## src/pisb_pkg.sv

```systemverilog
/*
 * Constants for the transceiver interrupt status bank: register indices,
 * byte addresses, flag positions, reset values and configuration layout.
 * Assumes a 32-bit APB slave with word-aligned registers behind it.
 */
package pisb_pkg;

    // ************************************************************
    // Bus and register map
    // ************************************************************
    localparam int unsigned ADDR_W     = 8;
    localparam logic [7:0]  IDX_CFG    = 8'h18;
    localparam logic [7:0]  IDX_MASK   = 8'h19;
    localparam logic [7:0]  IDX_FLAGS  = 8'h1A;
    localparam logic [7:0]  ADDR_CFG   = IDX_CFG << 2;
    localparam logic [7:0]  ADDR_MASK  = IDX_MASK << 2;
    localparam logic [7:0]  ADDR_FLAGS = IDX_FLAGS << 2;

    // ************************************************************
    // Flag positions
    // ************************************************************
    localparam int unsigned BIT_SUMMARY   = 15;
    localparam int unsigned BIT_SPEED_CHG = 14;
    localparam int unsigned BIT_LINK_CHG  = 13;
    localparam int unsigned BIT_DPLX_CHG  = 12;
    localparam int unsigned BIT_AN_ERR    = 11;
    localparam int unsigned BIT_AN_DONE   = 10;
    localparam int unsigned BIT_SYM_ERR   = 8;
    localparam int unsigned BIT_FAST_FAIL = 7;
    localparam int unsigned BIT_FALSE_CAR = 3;
    localparam int unsigned BIT_DOWNSHIFT = 2;
    localparam int unsigned BIT_MS_ERR    = 1;
    localparam int unsigned BIT_RX_ERR    = 0;
    localparam logic [15:0] FLAG_IMPL     = 16'hFD8F;
    localparam logic [15:0] FLAG_RESET    = 16'h0000;

    // ************************************************************
    // Configuration and mask layout
    // ************************************************************
    localparam int unsigned CFG_AN_EN     = 0;
    localparam int unsigned CFG_ADV_LSB   = 1;
    localparam int unsigned CFG_ADV_W     = 4;
    localparam logic [15:0] CFG_IMPL      = 16'h001F;
    localparam logic [15:0] CFG_RESET     = 16'h001F;
    localparam logic [15:0] MASK_RESET    = 16'h0000;

endpackage

```

## src/pisb_evt_if.sv

```systemverilog
/*
 * Carrier between the register bank and the event detector: qualified
 * event pulses one way, gating configuration the other.
 * Assumes both ends run on the same clock and reset.
 */
`timescale 1ns/1ps
interface pisb_evt_if;
    // Event pulses, one cycle each, by flag position
    logic [15:0] evt;
    // Gating configuration from software
    logic        an_enable;
    logic [3:0]  adv_speeds;

    modport src (input an_enable, input adv_speeds, output evt);
    modport dst (output an_enable, output adv_speeds, input evt);
endinterface

```

## src/pisb_event_detect.sv

```systemverilog
/*
 * Event detector: turns link status levels into change pulses and gates
 * the raw event pulses by the software configuration.
 * Assumes all inputs come from logic on the same clock.
 */
`timescale 1ns/1ps
module pisb_event_detect (
    // Clock and reset
    input  wire logic       clk,
    input  wire logic       rst_n,
    // Link status levels
    input  wire logic [1:0] link_speed,
    input  wire logic       link_up,
    input  wire logic       full_duplex,
    // Raw event pulses
    input  wire logic [15:0] raw_evt,
    input  wire logic       rx_carrier_ext,
    // Qualified events out
    pisb_evt_if.src         ev
);
    logic [1:0] speed_prev_reg;
    logic       link_prev_reg;
    logic       dplx_prev_reg;
    logic       primed_reg;
    logic [15:0] evt_next;

    // ************************************************************
    // Level history
    // ************************************************************
    // Primed after first sample so reset values never look like changes
    always_ff @(posedge clk or negedge rst_n) begin
        if (!rst_n) begin
            speed_prev_reg <= 2'h0;
            link_prev_reg  <= 1'b0;
            dplx_prev_reg  <= 1'b0;
            primed_reg     <= 1'b0;
        end else begin
            speed_prev_reg <= link_speed;
            link_prev_reg  <= link_up;
            dplx_prev_reg  <= full_duplex;
            primed_reg     <= 1'b1;
        end
    end

    // ************************************************************
    // Qualification
    // ************************************************************
    // Change pulses and gating of raw pulses
    always_comb begin
        evt_next = raw_evt & pisb_pkg::FLAG_IMPL;
        evt_next[pisb_pkg::BIT_SUMMARY]   = 1'b0;
        evt_next[pisb_pkg::BIT_SPEED_CHG] = primed_reg && (link_speed != speed_prev_reg)
                                            && ev.an_enable;
        evt_next[pisb_pkg::BIT_LINK_CHG]  = primed_reg && (link_up != link_prev_reg);
        evt_next[pisb_pkg::BIT_DPLX_CHG]  = primed_reg && (full_duplex != dplx_prev_reg)
                                            && ev.an_enable;
        evt_next[pisb_pkg::BIT_DOWNSHIFT] = raw_evt[pisb_pkg::BIT_DOWNSHIFT]
                                            && (&ev.adv_speeds);
        evt_next[pisb_pkg::BIT_RX_ERR]    = raw_evt[pisb_pkg::BIT_RX_ERR]
                                            && !rx_carrier_ext;
    end

    assign ev.evt = evt_next;
endmodule

```

## src/pisb_top.sv

```systemverilog
/*
 * Interrupt status bank of the transceiver: APB slave holding the event
 * flag register, a mask and a gating configuration, plus the interrupt.
 * Assumes the event inputs come from transceiver logic on SYS_CLK and
 * that the APB master follows the usual setup and access phases.
 */
`timescale 1ns/1ps
module pisb_top (
    // Clock and reset
    input  wire logic        SYS_CLK,
    input  wire logic        ARST_N,
    // APB slave
    input  wire logic        PSEL,
    input  wire logic        PENABLE,
    input  wire logic        PWRITE,
    input  wire logic [7:0]  PADDR,
    input  wire logic [31:0] PWDATA,
    output logic      [31:0] PRDATA,
    output logic             PREADY,
    output logic             PSLVERR,
    // Link status levels
    input  wire logic [1:0]  LINK_SPEED,
    input  wire logic        LINK_UP,
    input  wire logic        FULL_DUPLEX,
    // Event pulses
    input  wire logic        AN_ERROR,
    input  wire logic        AN_COMPLETE,
    input  wire logic        SYMBOL_ERROR,
    input  wire logic        FAST_LINK_FAIL,
    input  wire logic        FALSE_CARRIER,
    input  wire logic        SPEED_DOWNSHIFT,
    input  wire logic        MS_RESOLVE_ERROR,
    input  wire logic        RX_ERROR,
    input  wire logic        RX_CARRIER_EXT,
    // Interrupt
    output logic             IRQ
);

    // ************************************************************
    // Declarations
    // ************************************************************
    logic        rst_meta_reg;
    logic        rst_n_reg;
    logic [15:0] flags_reg;
    logic [15:0] flags_next;
    logic [15:0] mask_reg;
    logic [15:0] cfg_reg;
    logic [31:0] prdata_reg;
    logic [31:0] prdata_next;
    logic        pready_reg;
    logic        pslverr_reg;
    logic        pslverr_next;
    logic        irq_reg;
    logic [15:0] raw_evt;
    logic [15:0] flag_clr;
    logic        setup_phase;
    logic        access_done;
    logic        rd_flags_done;
    logic        wr_done;
    logic        evt_any;

    pisb_evt_if evt_bus ();

    // ************************************************************
    // Helpers
    // ************************************************************
    // True when the address selects the given target word
    function automatic logic addr_is(input logic [7:0] addr, input logic [7:0] target);
        addr_is = (addr == target);
    endfunction

    function automatic logic addr_mapped(input logic [7:0] addr);
        addr_mapped = addr_is(addr, pisb_pkg::ADDR_FLAGS) || addr_is(addr, pisb_pkg::ADDR_MASK)
                      || addr_is(addr, pisb_pkg::ADDR_CFG);
    endfunction

    // ************************************************************
    // Reset release
    // ************************************************************
    // Two stages so release is clean on SYS_CLK
    always_ff @(posedge SYS_CLK or negedge ARST_N) begin
        if (!ARST_N) begin
            rst_meta_reg <= 1'b0;
            rst_n_reg    <= 1'b0;
        end else begin
            rst_meta_reg <= 1'b1;
            rst_n_reg    <= rst_meta_reg;
        end
    end

    // ************************************************************
    // Event detection
    // ************************************************************
    // Raw pulses placed at their flag positions
    always_comb begin
        raw_evt = 16'h0000;
        raw_evt[pisb_pkg::BIT_AN_ERR]    = AN_ERROR;
        raw_evt[pisb_pkg::BIT_AN_DONE]   = AN_COMPLETE;
        raw_evt[pisb_pkg::BIT_SYM_ERR]   = SYMBOL_ERROR;
        raw_evt[pisb_pkg::BIT_FAST_FAIL] = FAST_LINK_FAIL;
        raw_evt[pisb_pkg::BIT_FALSE_CAR] = FALSE_CARRIER;
        raw_evt[pisb_pkg::BIT_DOWNSHIFT] = SPEED_DOWNSHIFT;
        raw_evt[pisb_pkg::BIT_MS_ERR]    = MS_RESOLVE_ERROR;
        raw_evt[pisb_pkg::BIT_RX_ERR]    = RX_ERROR;
    end

    // Configuration handed to the detector
    assign evt_bus.an_enable  = cfg_reg[pisb_pkg::CFG_AN_EN];
    assign evt_bus.adv_speeds = cfg_reg[pisb_pkg::CFG_ADV_LSB +: pisb_pkg::CFG_ADV_W];

    pisb_event_detect u_detect (
        .clk            (SYS_CLK),
        .rst_n          (rst_n_reg),
        .link_speed     (LINK_SPEED),
        .link_up        (LINK_UP),
        .full_duplex    (FULL_DUPLEX),
        .raw_evt        (raw_evt),
        .rx_carrier_ext (RX_CARRIER_EXT),
        .ev             (evt_bus.src)
    );

    // ************************************************************
    // APB phase decode
    // ************************************************************
    // Setup cycle loads read data; access completes one cycle later
    assign setup_phase   = PSEL && !PENABLE;
    assign access_done   = PSEL && PENABLE && pready_reg;
    assign wr_done       = access_done && PWRITE;
    assign rd_flags_done = access_done && !PWRITE && addr_is(PADDR, pisb_pkg::ADDR_FLAGS);

    // ************************************************************
    // Event flags
    // ************************************************************
    // Clear only what the completing read returned
    assign flag_clr = rd_flags_done ? prdata_reg[15:0] : 16'h0000;
    assign evt_any  = |(evt_bus.evt & pisb_pkg::FLAG_IMPL & 16'h7FFF);

    // Per-bit sticky update: a new event wins over the clear
    genvar gi;
    generate
        for (gi = 0; gi < 15; gi++) begin : g_flag
            assign flags_next[gi] = pisb_pkg::FLAG_IMPL[gi]
                                    && (evt_bus.evt[gi] || (flags_reg[gi] && !flag_clr[gi]));
        end
    endgenerate

    // Summary flag follows any cause
    assign flags_next[pisb_pkg::BIT_SUMMARY] = evt_any
                                               || (flags_reg[pisb_pkg::BIT_SUMMARY]
                                                   && !flag_clr[pisb_pkg::BIT_SUMMARY]);

    // Flags ignore writes and start clear
    always_ff @(posedge SYS_CLK or negedge rst_n_reg) begin
        if (!rst_n_reg) begin
            flags_reg <= pisb_pkg::FLAG_RESET;
        end else begin
            flags_reg <= flags_next;
        end
    end

    // ************************************************************
    // Writable registers
    // ************************************************************
    // Mask and gating configuration
    always_ff @(posedge SYS_CLK or negedge rst_n_reg) begin
        if (!rst_n_reg) begin
            mask_reg <= pisb_pkg::MASK_RESET;
            cfg_reg  <= pisb_pkg::CFG_RESET;
        end else if (wr_done) begin
            if (addr_is(PADDR, pisb_pkg::ADDR_MASK)) begin
                mask_reg <= PWDATA[15:0] & pisb_pkg::FLAG_IMPL;
            end
            if (addr_is(PADDR, pisb_pkg::ADDR_CFG)) begin
                cfg_reg <= PWDATA[15:0] & pisb_pkg::CFG_IMPL;
            end
        end
    end

    // ************************************************************
    // APB answer
    // ************************************************************
    // Read data and error chosen during the setup cycle
    always_comb begin
        prdata_next  = prdata_reg;
        pslverr_next = 1'b0;
        if (setup_phase) begin
            prdata_next  = 32'h0000_0000;
            pslverr_next = !addr_mapped(PADDR);
            if (!PWRITE) begin
                if (addr_is(PADDR, pisb_pkg::ADDR_FLAGS)) begin
                    prdata_next[15:0] = flags_reg;
                end else if (addr_is(PADDR, pisb_pkg::ADDR_MASK)) begin
                    prdata_next[15:0] = mask_reg;
                end else if (addr_is(PADDR, pisb_pkg::ADDR_CFG)) begin
                    prdata_next[15:0] = cfg_reg;
                end
            end
        end
    end

    // Ready in the first access cycle, one wait-free transfer
    always_ff @(posedge SYS_CLK or negedge rst_n_reg) begin
        if (!rst_n_reg) begin
            pready_reg  <= 1'b0;
            pslverr_reg <= 1'b0;
            prdata_reg  <= 32'h0000_0000;
        end else begin
            pready_reg  <= setup_phase;
            pslverr_reg <= pslverr_next;
            prdata_reg  <= prdata_next;
        end
    end

    // ************************************************************
    // Interrupt
    // ************************************************************
    // High while an unmasked flag is pending
    always_ff @(posedge SYS_CLK or negedge rst_n_reg) begin
        if (!rst_n_reg) begin
            irq_reg <= 1'b0;
        end else begin
            irq_reg <= |(flags_reg & mask_reg);
        end
    end

    // ************************************************************
    // Outputs
    // ************************************************************
    assign PRDATA  = prdata_reg;
    assign PREADY  = pready_reg;
    assign PSLVERR = pslverr_reg;
    assign IRQ     = irq_reg;
endmodule

```

## config.mk

```make
export PLATFORM = sky130hd
export DESIGN_NAME = pisb_top
export DESIGN_NICKNAME = d
export VERILOG_FILES = /design/src/pisb_pkg.sv /design/src/pisb_evt_if.sv /design/src/pisb_event_detect.sv /design/src/pisb_top.sv
export SDC_FILE = /design/constraint.sdc
export NUM_CORES = 1
export LEC_CHECK = 0
export ABC_AREA = 0
export CAP_MARGIN = 25
export CORE_MARGIN = 3
export CORE_UTILIZATION = 65
export DETAILED_ROUTE_END_ITERATION = 10
export DONT_BUFFER_PORTS = 1
export GPL_ROUTABILITY_DRIVEN = 1
export PLACE_DENSITY_LB_ADDON = 0.25
export REMOVE_ABC_BUFFERS = 1
export SETUP_SLACK_MARGIN = 0.1
export SYNTH_ARGS = -nofsm -noshare
export SYNTH_HDL_FRONTEND = slang
export SYNTH_SLANG_ARGS = --single-unit
```

## constraint.sdc

```tcl
create_clock -name SYS_CLK -period 2.5 [get_ports SYS_CLK]
set_input_delay 0.75 -clock SYS_CLK [delete_from_list [all_inputs] [get_ports SYS_CLK]]
set_output_delay 0.75 -clock SYS_CLK [all_outputs]
set_load 0.05 [all_outputs]
```

**Yosys cells after proc, flatten, opt, wreduce, memory -nomap -nowiden**

Cells that the tools add are included.

- Flip-flop bits (word level): 55
- Output and inout port bits: 35
- Word-level logic and storage cells: 86

- Equality and inequality tests: 6
- Multiplexer cells: 6
- Bitwise operators: 1
- Reductions and logical operators: 60

Operators with widths:

| kind | number |
|---|---|
| 16-bit two-way mux | 4 |
| 1-bit logical AND | 25 |
| 8-bit by 7-bit equality test with 1-bit output (second input constant) | 3 |
| 16-bit bitwise AND | 1 |
| 1-bit logical NOT | 16 |
| 16-bit OR reduction | 1 |
| 1-bit logical OR | 14 |
| 11-bit OR reduction | 1 |
| 5-bit two-way mux | 1 |
| 2-bit AND reduction | 2 |
| 4-bit AND reduction | 1 |
| 1-bit != test | 2 |
| 2-bit != test | 1 |
| 1-bit two-way mux | 1 |

**Depth between registers and ports, before layout**

- Word-level depth: 8
- Gate-level depth with buffers: 6

**Cells and area by module**

Synthesis repeated with hierarchy kept, for this count alone.

- Cell total of the unflattened synthesis: 231
- Area total of the unflattened synthesis: 2543.7 um^2

Modules (own cells, without submodules):

| module | times used | cells each | area an instance (um^2) |
|---|---|---|---|
| pisb_top | 1 | 201 | 2255.9 |
| pisb_event_detect | 1 | 30 | 287.8 |

**Least setup slack after synthesis**

OpenSTA, ideal clock, no wires.

- Kind: input to register
- Start point: input port PADDR[1]
- End point: register flags_reg[2]
- Library setup time: 0.119 ns
- Arrival: 2.083 ns
- Data required time: 2.381 ns
- Setup slack: 0.297 ns
- Cell stages on the path: 5
- Path buffers: 1
- Cell sequence: or4b_4 > and4bb_2 > buf_2 > nand2_1 > a21bo_2

- Longest elaborated chain between the ends: 6

RTL lines:

| what | RTL line | RTL |
|---|---|---|
| start: declaration | pisb_top.sv:16 | `input wire logic [7:0] PADDR,` |
| 8-bit by 7-bit equality test with 1-bit output | pisb_top.sv:69 | `addr_is = (addr == target);` |
| 1-bit logical AND | pisb_top.sv:129 | `assign rd_flags_done = access_done && !PWRITE && addr_is(PADDR, pisb_pkg::ADDR_FLAGS);` |
| 16-bit two-way mux | pisb_top.sv:135 | `assign flag_clr = rd_flags_done ? prdata_reg[15:0] : 16'h0000;` |
| 1-bit logical NOT | pisb_top.sv:143 | `&& (evt_bus.evt[gi] \|\| (flags_reg[gi] && !flag_clr[gi]));` |
| 1-bit logical AND | pisb_top.sv:143 |  |
| 1-bit logical OR | pisb_top.sv:143 |  |
| net flags_next[2] | pisb_top.sv:45 | `logic [15:0] flags_next;` |
| end signal: assignment | pisb_top.sv:155 | `flags_reg <= pisb_pkg::FLAG_RESET;` |
| end signal: assignment | pisb_top.sv:157 | `flags_reg <= flags_next;` |
| end: declaration | pisb_top.sv:44 | `logic [15:0] flags_reg;` |

The timed path passes the listed nets, and every way through them passes these cells.
A chain may end at the register's enable or synchronous reset.

**Final worst setup path**

- Start point: input port PADDR[1]
- End point: register flags_reg[0]

Same word-level chain as after synthesis.

==> results.toml <==
[die]
die_h_um = 66.4
die_area_um2 = 4410
start_util_pct = 69.4
rows = 21
die_w_um = 66.4
ios = 93
core_um2 = 3420

[yosys]
synthXorXnorAreaFrac_pct = 1.48
ys_seq_area_share_pct = 55.1
ys_types = 35
yosys.cell_count.top_type = "dfrtp_1"
synth_area_leaders = "dfrtp_1 50%, a22o_1 8.9%, mux2_2 8.1%, buf_4 6.0%, dfstp_2 5.5%"
syn_avg_cell_area_um2 = 12.3
synth_top_cell_area_share_pct = 49.6
syn_inst = 193
ys_warn_count = 0
netlist.top_cell.by_area = "dfrtp_1"
synthMuxAreaShare_pct = 9.76
synth_edf_count = 0
synth_flop_cell = "dfrtp_1"
yosys-top-cells-count = "47 x dfrtp_1, 24 x a22o_1, 19 x buf_4, 17 x mux2_2, 17 x nand2_1"
async_flop_share_pct = 100
synth_compound_area_share_pct = 15.8
synthAdderAreaFrac_pct = 0
synthSimpleGateAreaFrac_pct = 9.45
synth_top_family_by_area = "compound AO/OA/AOI/OAI gates"
ys_ff_latch = 52
synth_area_um2 = 2370

[critical_path]
cp_cell_sequence = "or4b_4 > and4bb_2 > buf_4 > nand2_1 > a21o_1"
max_stage_delay_ns = 0.56
worstPathRequired_ns = 2.79
crit_buf_inv = 1
path_class = "primary input to flip-flop"
cp.arrival_ns = 2.26
end_kind = "flip-flop"
crit_slowest_cell = "or4b_4"
crit_family = "simple AND/OR/NAND/NOR gates"
cp_max_fo = 9
start_kind = "primary input"

[place]
gp_congestion = 0.844
dp_hpwl_um = 3470
dpl-instance-area_um2 = 2380
portBuffers = 0

[global_route]
antenna_found_initial = 0
grt_pass1_vias = 1540
grt_pass1_wl_um = 7700
grt_max_degree = 29
grt_use_total_pct = 23.6
gr-total-overflow = 0

[drt]
wl_per_cell_um = 19.7
drtAntennaViolNets = 0
viasPerCell = 6.03
wl_um = 4850
drc = 0
drtIter0Drc = 72
dr_total_vias = 1484
dr.pass1.iters = 4

[final_layout]
n_antenna_cell = 0
largest_register_ffs = 13
final_core_util_pct = 73.4
areaGrowthSynthToFinish_pct = 5.75
drive_above_1_share_pct = 22.5
fin_nets = 257
nFillCells = 240
final_cell_area_um2 = 2510

[power_and_ir_drop]
p_leak_nw = 1.16
max-vdd-ir-drop_mv = 0.447
powerDensity_nw_per_um2 = 667
finalPower_w = 0.00167

[clock_network]
cts.sinks = 52
post_cts_resized = 0
cts_root_buf = "clkbuf_4"
cts_buffer_depth = 2
post_cts_buffers = 0
cts_hold_buf = 0
cts_tree = "built"
clock_insertion_delay_worst_skew_ns = 0.37
numCtsBuffers = 5
h-tree-depth = 2
clkTransAtPathRegs_ns = 0.15

[sta]
max_freq_mhz = 507
fin_crit_sh_pct = 78.9
tightest_slew_ns = 0.705
fin_worst_skew_ns = 0.00863
drv_slew = 0
rsz0062_at_grt = "false"
finalSetupViolations = 0
hold_viol_final = 0
layout_min_cycle_time_ns = 1.97
worst_slew_margin_rel_pct = 52.9

[min_path]
hold_class = "primary input to asynchronous set/reset pin"

[run]
maxCapViolations = 0

[outcome]
status = "completed"
[area by class of cell]
type | instances | area (µm²) | share of cell area, %
sequential | 52 | 1310 | 52.2
clock inverter | 3 | 90.1 | 3.59
clock buffer | 5 | 37.5 | 1.50
inverter | 1 | 3.75 | 0.150
tap | 46 | 57.6 | 2.30
multi-input combinational | 131 | 950 | 37.9
timing repair buffer | 8 | 60.1 | 2.40
[power breakdown]
part / total (W) / switching [W] / internal (W)
clock network: 0.000673 / 0.000261 / 0.000412
registers: 0.000875 / 0.0000216 / 0.000853
logic: 0.000125 / 0.0000972 / 0.0000273
total: 0.00167 / 0.000380 / 0.00129
[worst paths after layout]
path | startpoint | endpoint | slack, ns | cells after the start
min in group SYS_CLK | rst_meta_reg | rst_n_reg | 0.37 | 0
max in group asynchronous | rst_n_reg | cfg_reg[1] | 1.45 | 1
worst min-delay path | ARST_N | rst_n_reg | 0.05 | 0
worst max-delay path | PADDR[1] | flags_reg[0] | 0.53 | 5
worst max register to register | PREADY | flags_reg[0] | 0.73 | 6
worst min register to register | rst_n_reg | PRDATA[14] | 0.29 | 0
[logic make-up (layout without fill, tap and decap cells)]
| logic type | after synthesis | in the layout |
|---|---|---|
| compound gates | 46 | 46 |
| simple gates | 39 | 39 |
| xor+xnor | 4 | 4 |
| buf+inv | 29 | 17 |
| flops | 52 | 52 |
| other cells | 2 | 21 |
| mux | 21 | 21 |
[routing by layer]
layer / wire (µm) / GRT usage (%) / vias up
li1: - / - / 672
met1: 1980 / 31.1 / 754
met4: 38 / 6.85 / 0
met2: 2530 / 38.4 / 54
met3: 298 / 5.95 / 4
met5: 0 / 0 / -
[layout by cell type, fill, tap and decap left out, types with 2 or more instances in the layout]
cell type / count
a221oi_1: 3
mux2i_1: 4
and3_1: 2
nor3_1: 2
a211o_1: 2
a22o_1: 24
o21ai_0: 4
dfrtp_1: 46
buf_4: 8
a21o_1: 9
nor2b_1: 3
bufinv_16: 3
nand2_1: 17
mux2_2: 17
conb_1: 21
nor2_1: 2
xnor2_1: 3
nand3_1: 3
nand2b_1: 2
dfstp_2: 5
clkbuf_4: 5
[through the flow]
stage / std cells / TNS (ns) / hold slack (ns) / setup WS, ns
floorplan: 184 / -1.09 / 0.331 / -0.0910
global placement: 238 / 0 / 0.285 / 0.151
detailed placement: 238 / 0 / 0.302 / 0.130
CTS: 246 / 0 / 0.0478 / 0.543
global route: 246 / 0 / 0.0306 / 0.491
finish: 246 / 0 / 0.0538 / 0.528
Note: power is estimated with default switching activity, not from simulation.
